## src/rtl/pmf_pkg.sv

```systemverilog
/*
 * pmf_pkg: register map, field positions, reset values and codes for the
 * timing message filter and configuration block.
 * Assumes a 32-bit AXI4-Lite slave; printed offsets are word indices.
 */
`default_nettype none

package pmf_pkg;
    localparam int PMF_AW = 16;

    // printed offsets are not all multiples of four: they are word indices
    localparam logic [11:0] PMF_I_ADJ = 12'h0612;
    localparam logic [11:0] PMF_I_DLO = 12'h0614;
    localparam logic [11:0] PMF_I_DHI = 12'h0616;
    localparam logic [11:0] PMF_I_CFG1 = 12'h0620;
    localparam logic [11:0] PMF_I_CFG2 = 12'h0622;
    localparam logic [11:0] PMF_I_DOM = 12'h0624;
    localparam logic [15:0] PMF_A_ADJ = {2'b00, PMF_I_ADJ, 2'b00};
    localparam logic [15:0] PMF_A_DLO = {2'b00, PMF_I_DLO, 2'b00};
    localparam logic [15:0] PMF_A_DHI = {2'b00, PMF_I_DHI, 2'b00};
    localparam logic [15:0] PMF_A_CFG1 = {2'b00, PMF_I_CFG1, 2'b00};
    localparam logic [15:0] PMF_A_CFG2 = {2'b00, PMF_I_CFG2, 2'b00};
    localparam logic [15:0] PMF_A_DOM = {2'b00, PMF_I_DOM, 2'b00};

    localparam logic [15:0] PMF_CFG1_RST = 16'h0059;
    localparam logic [15:0] PMF_CFG2_RST = 16'h0404;
    localparam logic [15:0] PMF_DOM_RST = 16'h0200;
    localparam logic [15:0] PMF_ZERO_RST = 16'h0000;
    localparam logic [15:0] PMF_CFG1_WM = 16'h00FF;
    localparam logic [15:0] PMF_CFG2_WM = 16'h1FB7;
    localparam logic [15:0] PMF_DOM_WM = 16'h0FFF;

    localparam int PMF_ADJ_DIR = 15;
    localparam int PMF_ADJ_EN = 14;
    localparam int PMF_C1_PTP = 6;
    localparam int PMF_C1_ETH = 5;
    localparam int PMF_C1_V4 = 4;
    localparam int PMF_C1_V6 = 3;
    localparam int PMF_C1_P2P = 2;
    localparam int PMF_C1_MST = 1;
    localparam int PMF_C1_ONE = 0;
    localparam int PMF_C2_UNI = 12;
    localparam int PMF_C2_ALT = 11;
    localparam int PMF_C2_PRIO = 10;
    localparam int PMF_C2_SFU = 9;
    localparam int PMF_C2_DLY = 8;
    localparam int PMF_C2_PDLY = 7;
    localparam int PMF_C2_DOM = 4;
    localparam int PMF_C2_CSUM = 2;
    localparam int PMF_C2_ANN = 1;

    localparam logic [3:0] PMF_T_SYNC = 4'h0;
    localparam logic [3:0] PMF_T_DREQ = 4'h1;
    localparam logic [3:0] PMF_T_EVT_END = 4'h4;
    localparam logic [3:0] PMF_T_PDRSP = 4'h3;
    localparam logic [3:0] PMF_T_FU = 4'h8;
    localparam logic [3:0] PMF_T_DRSP = 4'h9;
    localparam logic [3:0] PMF_T_PDFU = 4'hA;
    localparam logic [15:0] PMF_PORT_EVT = 16'h013F;
    localparam logic [15:0] PMF_PORT_GEN = 16'h0140;

    localparam logic [1:0] PMF_OKAY = 2'b00;
    localparam logic [1:0] PMF_SLVERR = 2'b10;

    typedef enum logic [1:0] {PMF_ENC_NONE, PMF_ENC_ETH, PMF_ENC_V4, PMF_ENC_V6} pmf_enc_e;
    typedef enum logic [1:0] {PMF_CS_KEEP, PMF_CS_RECALC, PMF_CS_ZERO} pmf_csum_e;
endpackage

`default_nettype wire

```

## src/rtl/pmf_filter.sv

```systemverilog
/*
 * pmf_filter: AXI4-Lite register file, temporary rate adjustment timer and
 * per-message forwarding decision for the timing message engine.
 * Assumes a frame parser presents one parsed message per msg_valid cycle
 * and that ref_tick pulses once per 25 MHz reference clock cycle.
 */
// Behaviour
// high duration word gives bits 31..16 of duration, in reference cycles
// config one bit 6 enables protocol mode, set after reset
// config one bit 5 enables plain Ethernet message detection, clear after reset
// config one bit 4 enables IPv4/UDP message detection, set after reset
// config one bit 3 enables IPv6/UDP message detection, set after reset
// config one bit 2 selects peer-to-peer, else end-to-end transparent clock
// config one bit 1 makes host port master, else slave
// config one bit 0 selects one-step, else two-step; one-step at reset
// unicast on ports 319/320 with non-reserved address goes to table lookup
// alternate master on: same-domain master sync/followup/delay messages reach host
// alternate master off, host master: drop sync, still forward delay request
// config two bit 10: all messages high queue, else only event messages
// config two bit 9 associates followup with its sync
// bit 8: delay response forwarded only when it matches a request
// bit 7: peer delay responses from host port forwarded only on match
// domain check on: forward equal domain, drop others
// bit 2 set: recompute IPv4/UDP egress checksum, clear: write zero
// zero IPv4/UDP egress checksum stays zero
// IPv6/UDP egress checksum is always updated
// software sets bit 1 when announce arrives from network side
// domain value lives in domain register bits 7..0, reset zero
// adjustment enable clears itself when duration has elapsed
// low duration word gives bits 15..0 of duration
// reserved read-only config bits read zero and ignore writes
`timescale 1ns/10ps
`default_nettype none

module pmf_filter (
    input wire logic aclk,
    input wire logic aresetn,
    input wire logic [pmf_pkg::PMF_AW-1:0] s_axi_awaddr,
    input wire logic [2:0] s_axi_awprot,
    input wire logic s_axi_awvalid,
    output logic s_axi_awready,
    input wire logic [31:0] s_axi_wdata,
    input wire logic [3:0] s_axi_wstrb,
    input wire logic s_axi_wvalid,
    output logic s_axi_wready,
    output logic [1:0] s_axi_bresp,
    output logic s_axi_bvalid,
    input wire logic s_axi_bready,
    input wire logic [pmf_pkg::PMF_AW-1:0] s_axi_araddr,
    input wire logic [2:0] s_axi_arprot,
    input wire logic s_axi_arvalid,
    output logic s_axi_arready,
    output logic [31:0] s_axi_rdata,
    output logic [1:0] s_axi_rresp,
    output logic s_axi_rvalid,
    input wire logic s_axi_rready,
    input wire logic ref_tick,
    input wire logic msg_valid,
    input wire pmf_pkg::pmf_enc_e msg_enc,
    input wire logic [3:0] msg_type,
    input wire logic [7:0] msg_domain,
    input wire logic msg_from_net,
    input wire logic msg_from_master,
    input wire logic msg_unicast,
    input wire logic [15:0] msg_udp_port,
    input wire logic msg_reserved_addr,
    input wire logic msg_assoc_ok,
    input wire logic msg_egress,
    input wire logic msg_csum_zero,
    output logic res_valid,
    output logic res_ptp,
    output logic res_to_host,
    output logic res_drop,
    output logic res_lookup,
    output logic res_high_prio,
    output pmf_pkg::pmf_csum_e res_csum,
    output logic ptp_enable,
    output logic p2p_mode,
    output logic host_master,
    output logic one_step,
    output logic announce_from_net,
    output logic rate_dir,
    output logic temp_adj_active
);
    import pmf_pkg::*;

    logic [15:0] adj_r, dlo_r, dhi_r, cfg1_r, cfg2_r, dom_r;
    logic [31:0] cnt_r;
    logic aw_got_r, w_got_r, bvalid_r, rvalid_r;
    logic [15:0] awaddr_r, wdata_r;
    logic [1:0] wstrb_r, bresp_r, rresp_r;
    logic [31:0] rdata_r;

    // write path: address and data are latched independently
    wire aw_hs = s_axi_awvalid && s_axi_awready;
    wire w_hs = s_axi_wvalid && s_axi_wready;
    wire do_wr = aw_got_r && w_got_r && !bvalid_r;
    wire [13:0] wa = awaddr_r[15:2];
    wire wr_adj = do_wr && (wa == PMF_A_ADJ[15:2]);
    wire wr_dlo = do_wr && (wa == PMF_A_DLO[15:2]);
    wire wr_dhi = do_wr && (wa == PMF_A_DHI[15:2]);
    wire wr_cfg1 = do_wr && (wa == PMF_A_CFG1[15:2]);
    wire wr_cfg2 = do_wr && (wa == PMF_A_CFG2[15:2]);
    wire wr_dom = do_wr && (wa == PMF_A_DOM[15:2]);
    wire wr_hit = wr_adj || wr_dlo || wr_dhi || wr_cfg1 || wr_cfg2 || wr_dom;
    wire [15:0] bmask = {{8{wstrb_r[1]}}, {8{wstrb_r[0]}}};

    function automatic logic [15:0] merge(input logic [15:0] old, input logic [15:0] nw,
                                          input logic [15:0] bm, input logic [15:0] wm);
        merge = (old & ~(bm & wm)) | (nw & bm & wm);
    endfunction

    wire [15:0] adj_nxt = merge(adj_r, wdata_r, bmask, 16'hFFFF);
    wire [15:0] cfg1_nxt = merge(cfg1_r, wdata_r, bmask, PMF_CFG1_WM);
    wire [15:0] cfg2_nxt = merge(cfg2_r, wdata_r, bmask, PMF_CFG2_WM);
    wire [15:0] dom_nxt = merge(dom_r, wdata_r, bmask, PMF_DOM_WM);
    wire adj_start = wr_adj && adj_nxt[PMF_ADJ_EN];
    wire adj_done = adj_r[PMF_ADJ_EN] && ref_tick && (cnt_r <= 32'h0000_0001);

    assign s_axi_awready = !aw_got_r && !bvalid_r;
    assign s_axi_wready = !w_got_r && !bvalid_r;
    assign s_axi_bvalid = bvalid_r;
    assign s_axi_bresp = bresp_r;

    always_ff @(posedge aclk) begin
        if (!aresetn) begin
            aw_got_r <= 1'b0;
            w_got_r <= 1'b0;
            bvalid_r <= 1'b0;
            bresp_r <= PMF_OKAY;
            awaddr_r <= 16'h0000;
            wdata_r <= 16'h0000;
            wstrb_r <= 2'b00;
        end else begin
            if (aw_hs) begin
                aw_got_r <= 1'b1;
                awaddr_r <= s_axi_awaddr;
            end
            if (w_hs) begin
                w_got_r <= 1'b1;
                wdata_r <= s_axi_wdata[15:0];
                wstrb_r <= s_axi_wstrb[1:0];
            end
            if (do_wr) begin
                aw_got_r <= 1'b0;
                w_got_r <= 1'b0;
                bvalid_r <= 1'b1;
                bresp_r <= wr_hit ? PMF_OKAY : PMF_SLVERR;
            end else if (bvalid_r && s_axi_bready) begin
                bvalid_r <= 1'b0;
            end
        end
    end

    // configuration registers
    always_ff @(posedge aclk) begin
        if (!aresetn) begin
            dlo_r <= PMF_ZERO_RST;
            dhi_r <= PMF_ZERO_RST;
            cfg1_r <= PMF_CFG1_RST;
            cfg2_r <= PMF_CFG2_RST;
            dom_r <= PMF_DOM_RST;
        end else begin
            if (wr_dlo) begin
                dlo_r <= merge(dlo_r, wdata_r, bmask, 16'hFFFF);
            end
            if (wr_dhi) begin
                dhi_r <= merge(dhi_r, wdata_r, bmask, 16'hFFFF);
            end
            if (wr_cfg1) begin
                cfg1_r <= cfg1_nxt;
            end
            if (wr_cfg2) begin
                cfg2_r <= cfg2_nxt;
            end
            if (wr_dom) begin
                dom_r <= dom_nxt;
            end
        end
    end

    // adjustment timer; a software write in the expiry cycle wins
    always_ff @(posedge aclk) begin
        if (!aresetn) begin
            adj_r <= PMF_ZERO_RST;
            cnt_r <= 32'h0000_0000;
        end else if (wr_adj) begin
            adj_r <= adj_nxt;
            if (adj_start) begin
                cnt_r <= {dhi_r, dlo_r};
            end
        end else if (adj_done) begin
            adj_r[PMF_ADJ_EN] <= 1'b0;
            cnt_r <= 32'h0000_0000;
        end else if (adj_r[PMF_ADJ_EN] && ref_tick) begin
            cnt_r <= cnt_r - 32'h0000_0001;
        end
    end

    // read path, one answer in flight
    wire [13:0] ra = s_axi_araddr[15:2];
    wire rd_adj = (ra == PMF_A_ADJ[15:2]);
    wire rd_dlo = (ra == PMF_A_DLO[15:2]);
    wire rd_dhi = (ra == PMF_A_DHI[15:2]);
    wire rd_cfg1 = (ra == PMF_A_CFG1[15:2]);
    wire rd_cfg2 = (ra == PMF_A_CFG2[15:2]);
    wire rd_dom = (ra == PMF_A_DOM[15:2]);
    wire rd_hit = rd_adj || rd_dlo || rd_dhi || rd_cfg1 || rd_cfg2 || rd_dom;
    wire [15:0] rd_word = ({16{rd_adj}} & adj_r) | ({16{rd_dlo}} & dlo_r)
        | ({16{rd_dhi}} & dhi_r) | ({16{rd_cfg1}} & cfg1_r)
        | ({16{rd_cfg2}} & cfg2_r) | ({16{rd_dom}} & dom_r);

    assign s_axi_arready = !rvalid_r;
    assign s_axi_rvalid = rvalid_r;
    assign s_axi_rdata = rdata_r;
    assign s_axi_rresp = rresp_r;

    always_ff @(posedge aclk) begin
        if (!aresetn) begin
            rvalid_r <= 1'b0;
            rdata_r <= 32'h0000_0000;
            rresp_r <= PMF_OKAY;
        end else if (s_axi_arvalid && !rvalid_r) begin
            rvalid_r <= 1'b1;
            rdata_r <= {16'h0000, rd_word};
            rresp_r <= rd_hit ? PMF_OKAY : PMF_SLVERR;
        end else if (rvalid_r && s_axi_rready) begin
            rvalid_r <= 1'b0;
        end
    end

    // mode outputs straight from the configuration bits
    assign ptp_enable = cfg1_r[PMF_C1_PTP];
    assign p2p_mode = cfg1_r[PMF_C1_P2P];
    assign host_master = cfg1_r[PMF_C1_MST];
    assign one_step = cfg1_r[PMF_C1_ONE];
    assign announce_from_net = cfg2_r[PMF_C2_ANN];
    assign rate_dir = adj_r[PMF_ADJ_DIR];
    assign temp_adj_active = adj_r[PMF_ADJ_EN];

    // message classification
    wire t_sync = (msg_type == PMF_T_SYNC);
    wire t_dreq = (msg_type == PMF_T_DREQ);
    wire t_fu = (msg_type == PMF_T_FU);
    wire t_drsp = (msg_type == PMF_T_DRSP);
    wire t_pd = (msg_type == PMF_T_PDRSP) || (msg_type == PMF_T_PDFU);
    wire t_event = (msg_type < PMF_T_EVT_END);
    wire enc_ok = ((msg_enc == PMF_ENC_ETH) && cfg1_r[PMF_C1_ETH])
        || ((msg_enc == PMF_ENC_V4) && cfg1_r[PMF_C1_V4])
        || ((msg_enc == PMF_ENC_V6) && cfg1_r[PMF_C1_V6]);
    wire port_ok = (msg_udp_port == PMF_PORT_EVT) || (msg_udp_port == PMF_PORT_GEN);
    wire uni_ok = cfg2_r[PMF_C2_UNI] && port_ok && !msg_reserved_addr;
    wire is_ptp = msg_valid && ptp_enable && enc_ok && (!msg_unicast || uni_ok);
    wire lookup = is_ptp && msg_unicast;
    wire dom_eq = (msg_domain == dom_r[7:0]);
    wire dom_bad = cfg2_r[PMF_C2_DOM] && !dom_eq;
    wire am_frame = msg_from_net && msg_from_master && dom_eq;
    // alternate master off, host master: sync dropped, delay request still goes through
    wire am_drop = am_frame && !cfg2_r[PMF_C2_ALT] && host_master && t_sync;
    wire am_fwd = am_frame && (cfg2_r[PMF_C2_ALT] ? (t_sync || t_fu || t_dreq || t_drsp)
        : t_dreq);
    wire fu_bad = cfg2_r[PMF_C2_SFU] && t_fu && !msg_assoc_ok;
    wire dr_bad = cfg2_r[PMF_C2_DLY] && t_drsp && !msg_assoc_ok;
    wire pd_chk = cfg2_r[PMF_C2_PDLY] && !msg_from_net && t_pd;
    wire pd_bad = pd_chk && !msg_assoc_ok;
    wire drop = is_ptp && !lookup && (dom_bad || am_drop || fu_bad || dr_bad || pd_bad);
    wire to_host = is_ptp && !lookup && !drop && (msg_from_net || am_fwd || pd_chk);
    wire hi_prio = is_ptp && (cfg2_r[PMF_C2_PRIO] || t_event);
    wire eg_v4 = msg_egress && (msg_enc == PMF_ENC_V4);
    wire eg_v6 = msg_egress && (msg_enc == PMF_ENC_V6);
    pmf_csum_e csum_nxt;
    always_comb begin
        csum_nxt = PMF_CS_KEEP;
        if (eg_v6) begin
            csum_nxt = PMF_CS_RECALC;
        end else if (eg_v4 && !msg_csum_zero) begin
            csum_nxt = cfg2_r[PMF_C2_CSUM] ? PMF_CS_RECALC : PMF_CS_ZERO;
        end
    end

    always_ff @(posedge aclk) begin
        if (!aresetn) begin
            res_valid <= 1'b0;
            res_ptp <= 1'b0;
            res_to_host <= 1'b0;
            res_drop <= 1'b0;
            res_lookup <= 1'b0;
            res_high_prio <= 1'b0;
            res_csum <= PMF_CS_KEEP;
        end else begin
            res_valid <= msg_valid;
            res_ptp <= is_ptp;
            res_to_host <= to_host;
            res_drop <= drop;
            res_lookup <= lookup;
            res_high_prio <= hi_prio;
            res_csum <= msg_valid ? csum_nxt : PMF_CS_KEEP;
        end
    end
endmodule

`default_nettype wire

```

## config.mk

```make
export PLATFORM = sky130hd
export DESIGN_NAME = pmf_filter
export DESIGN_NICKNAME = d
export VERILOG_FILES = /design/src/rtl/pmf_pkg.sv /design/src/rtl/pmf_filter.sv
export SDC_FILE = /design/constraint.sdc
export NUM_CORES = 1
export LEC_CHECK = 0
export BUFFER_PORTS_ARGS = -buffer_cell sky130_fd_sc_hd__buf_2
export CORE_MARGIN = 10
export CORE_UTILIZATION = 55
export DETAILED_ROUTE_END_ITERATION = 6
export PLACE_DENSITY_LB_ADDON = 0.1
export SETUP_SLACK_MARGIN = 0.5
export SLEW_MARGIN = 20
export SYNTH_ARGS = -nofsm -noshare
export SYNTH_HDL_FRONTEND = slang
export SYNTH_SLANG_ARGS = --single-unit
export TNS_END_PERCENT = 30
```

## constraint.sdc

```tcl
create_clock -name aclk -period 3.7 [get_ports aclk]
set_input_delay 0.74 -clock aclk [delete_from_list [all_inputs] [get_ports aclk]]
set_output_delay 0.74 -clock aclk [all_outputs]
set_load 0.02 [all_outputs]
```

Yosys cells after proc, flatten, opt, wreduce, memory -nomap -nowiden
Index checks and enable logic that the tools add are counted.

operators by class
  $add $sub $neg = 1
  multipliers = 0
  div/mod/pow operators = 0
  order comparisons = 2
  equality and inequality tests = 24
  shifts and indexed selects = 0
  multiplexer cells = 16
  bitwise gates (word level) = 31
  reduce and logical (&&, ||, !) cells = 96

operators by type and width
  cell                                                                                number
  16-bit bitwise AND                                                                  13
  14-bit by 11-bit equality test with 1-bit output (second input constant)            12
  32-bit two-way mux                                                                  4
  16-bit bitwise OR                                                                   8
  1-bit logical AND                                                                   49
  16-bit by 9-bit equality test with 1-bit output (second input constant)             2
  32-bit by 1-bit less-or-equal comparator with 1-bit output (second input constant)  1
  32-bit by 1-bit subtractor with 32-bit output (second input constant)               1
  1-bit logical OR                                                                    25
  12-bit NOT with 16-bit output                                                       1
  13-bit NOT with 16-bit output                                                       1
  16-bit NOT                                                                          1
  8-bit NOT with 16-bit output                                                        1
  16-bit by 12-bit bitwise OR with 16-bit output                                      1
  16-bit by 13-bit bitwise OR with 16-bit output                                      1
  16-bit by 8-bit bitwise OR with 16-bit output                                       1
  1-bit zero test                                                                     13
  4-bit equality test (second input constant)                                         3
  1-bit two-way mux                                                                   9
  8-bit equality test                                                                 1
  2-bit two-way mux                                                                   3
  2-bit nonzero test                                                                  3
  2-bit equality test (second input constant)                                         2
  4-bit by 1-bit equality test with 1-bit output (second input constant)              1
  10 further kinds                                                                    13

word-level totals
  bits in registers = 194
  bits in latches = 0
  memory bits (writable) = 0
  memory bits (read-only) = 0
  bits of input ports = 120
  memories kept = 0

Logic depth before layout (Yosys ltp)
  depth after elaboration = 13
  mapped depth = 9
  gate-level depth less buffers = 8

Least setup slack after synthesis
OpenSTA, ideal clock, no wires.

  path kind = register to register
  start point = reg awaddr_r[15]
  end point = reg (tool-made name)
  arrival = 2.368 ns
  required time = 3.572 ns
  setup slack = 1.205 ns
  cell stages (with the launch flop) = 9
  path buffers = 2
  cell sequence = dfxtp_1 or4_1 or3_4 or4b_1 buf_2 nor3b_2 buf_6 mux2i_1 nor2_1

RTL lines
  item                    RTL line           RTL
  start, declared         pmf_filter.sv:90   logic [15:0] awaddr_r, wdata_r;
  start signal, assigned  pmf_filter.sv:137  awaddr_r <= s_axi_awaddr;

==> reports/metrics.cfg <==
[status]
status = complete, but fails checks
violations = design-rule violations

[clock_network]
ctsHoldBuffers = 0
path_clk_slew_ns = 0.06
clock_sinks = 173
cts_resized = 0
tritoncts = yes
cts_buffer_depth = 2
numCtsBuffers = 17
cts_htree_levels = 4
post-cts-setup-buffers = 0
clock_latency_ns = 0.43
root_buffer = clkbuf_16

[logic_synthesis]
synth_ff_type = dfxtp_1
yosysTopAreaCell = dfxtp_1
yosysWarningCount = 0
avgSynthCellArea_um2 = 8.03
ys_seq_area_frac = 0.434
syn_area_um2 = 7990
synth_cells = 995
async_flop_share = 0
synth_edf_count = 0
synth_commonest_cells = nand2_1 (210), dfxtp_1 (173), a21oi_1 (125), nor2_1 (78), clkbuf_1 (44)
ys_seq_elements = 173
yosys.cell_count.top_type = nand2_1
yosysUniqueCellTypes = 70
synth_top_area_frac = 0.434
synth_area_leaders = dfxtp_1 (43%), nand2_1 (9.9%), a21oi_1 (7.8%)

[pwr]
p_comb_frac = 0.070
power.total_mw = 3.99
power.density_nw_per_um2 = 428
power.leakage_nw = 3.97
p_sw_uw = 992
power.share.clock = 0.440
ir_drop_mv = 0.322
power.share.sequential = 0.491
p_int_mw = 3.00
switching_share = 0.248

[worst_setup_path]
cp_slowest_cell = or4b_1
r2r_setup_slack_ns = 0.78
critPathKind = reg2reg
required_ns = 3.99
cp-end-kind = register
crit_chain = or4_1 > or3_4 > or4b_1 > nor3b_2 > buf_4 > mux2i_1 > nor2_1
critPathMaxFanout = 7
cp.arrival_ns = 3.21
path_buf_inv = 1
crit_family = simple AND/OR/NAND/NOR gates
crit_path_max_incr_delay_ns = 0.71
worstSetupStartpointType = register

[timing]
rsz0062_at_grt = false
setup_violations = 0
post-route-period-util = 0.789
tightest_slew_ns = 0.996
hold_viol_final = 0
min_period_ns = 2.92
fmax_mhz = 343
holdWs_ns = 0.451
slew_headroom = 0.332
clock_skew_ns = 0.00646
slew_violations = 0
fin_tns_setup_ns = 0

[drt]
ant_nets = 0
routed_wl_mm = 24.6
wl_per_cell_um = 18.9
drt_first_pass_iters = 7
drc = 1
via_count = 7893
initialDrtViolationCount = 959
viasPerCell = 6.06

[layout]
final_nets = 1233
layout-drive-gt1-share = 0.187
area_growth_pct = 17.0
antenna_cells = 0

[global_route]
grt-ovfl-total = 0
grt_pass1_wl_mm = 39.1
antenna_found_initial = 0
track_usage = 0.240
grt_pass1_vias = 7430
grt_max_degree = 51

[floorplanning]
io_pins = 176
rows = 43
die-area_um2 = 19700
fp.dieW_um = 140
initial_core_util = 0.569
die_h_um = 140
core-area_um2 = 14000

[placement]
place.gp.congestion = 0.892
port-buffer-count = 129
place_hpwl_mm = 17.6

[job]
max_cap_violations = 0

[worst_hold_path]
min_path_type = reg2reg

-- path summary, 6_finish.rpt --
path,endpoint,from,cells past startpoint
hold / removal,awaddr_r[10],awaddr_r[10],2
hold reg to reg,awaddr_r[10],awaddr_r[10],2
setup reg to reg,register,awaddr_r[15],7
setup / recovery,register,awaddr_r[15],7
-- power by group through the flow --
stage	clock network, mW	registers [mW]	logic (mW)
floorplan	0	2.00	0.164
global placement	0	2.00	0.273
detailed placement	0	2.00	0.276
CTS	1.77	1.96	0.277
global route	1.85	1.96	0.310
finish	1.76	1.96	0.278
-- worst reg2reg max path, cell delays in order, from the launching register on --
cell,delay (ns)
dfxtp_1,0.31
or4_1,0.55
or3_4,0.38
or4b_1,0.71
nor3b_2,0.35
buf_4,0.24
mux2i_1,0.20
nor2_1,0.05
-- area by class of cell --
| type | count | area, um^2 |
|---|---|---|
| clock inverter | 13 | 139 |
| clock buffer | 18 | 429 |
| tap | 180 | 225 |
| inverter | 14 | 53.8 |
| fill | 1266 | 4700 |
| sequential | 173 | 3460 |
| multi-input combinational | 752 | 4190 |
| timing repair buffer | 153 | 838 |
-- metrics by stage --
stage	util	area [um^2]	instances	worst slack [ns]
after floorplan	-	8050	1012	1.20
final	0.665	9340	1303	0.780
after global placement	0.624	8770	1272	0.831
after detailed placement	0.624	8770	1272	0.792
after CTS	0.665	9330	1303	0.768
after global routing	0.665	9340	1303	0.648
-- placed cells by master, fill, tap and decap left out, types with 7 or more instances in the layout --
cell | synthesis | layout
inv_1 | 13 | 13
a31oi_1 | 12 | 12
nand2_1 | 210 | 210
nand3_1 | 21 | 21
a22oi_1 | 14 | 14
buf_2 | 9 | 129
o211a_1 | 8 | 8
o22ai_1 | 13 | 13
clkbuf_16 | 0 | 17
nor3_1 | 12 | 12
xor2_1 | 9 | 9
dfxtp_1 | 173 | 173
nand2b_1 | 7 | 7
nor2_1 | 78 | 78
a222oi_1 | 18 | 18
a21oi_1 | 125 | 125
nor4_1 | 14 | 14
a211oi_1 | 7 | 7
o21ai_0 | 42 | 42
mux2i_1 | 36 | 36
conb_1 | 1 | 18
or4_1 | 7 | 7
buf_4 | 18 | 23
-- layer usage --
metal | vias up | global-route usage | share of wire
li1 | 3752 | - | -
met1 | 3725 | 0.317 | 0.43
met2 | 378 | 0.373 | 0.45
met3 | 38 | 0.0707 | 0.096
met4 | 0 | 0.0636 | 0.018
met5 | - | 0 | 0
-- kinds of logic (layout without fill, tap and decap cells) --
group,Yosys count,count (layout),synth area share
AND/OR/NAND/NOR,411,411,0.239
AO/OA/AOI/OAI,272,272,0.211
flip-flops,173,173,0.434
buffers and inverters,87,198,0.0517
multiplexers,40,40,0.0508
XOR/XNOR,9,9,0.00987
adder cells (fa/ha/maj),2,2,0.00313
other,1,18,0.000470
No activity file was read; power rests on OpenSTA's default activity.
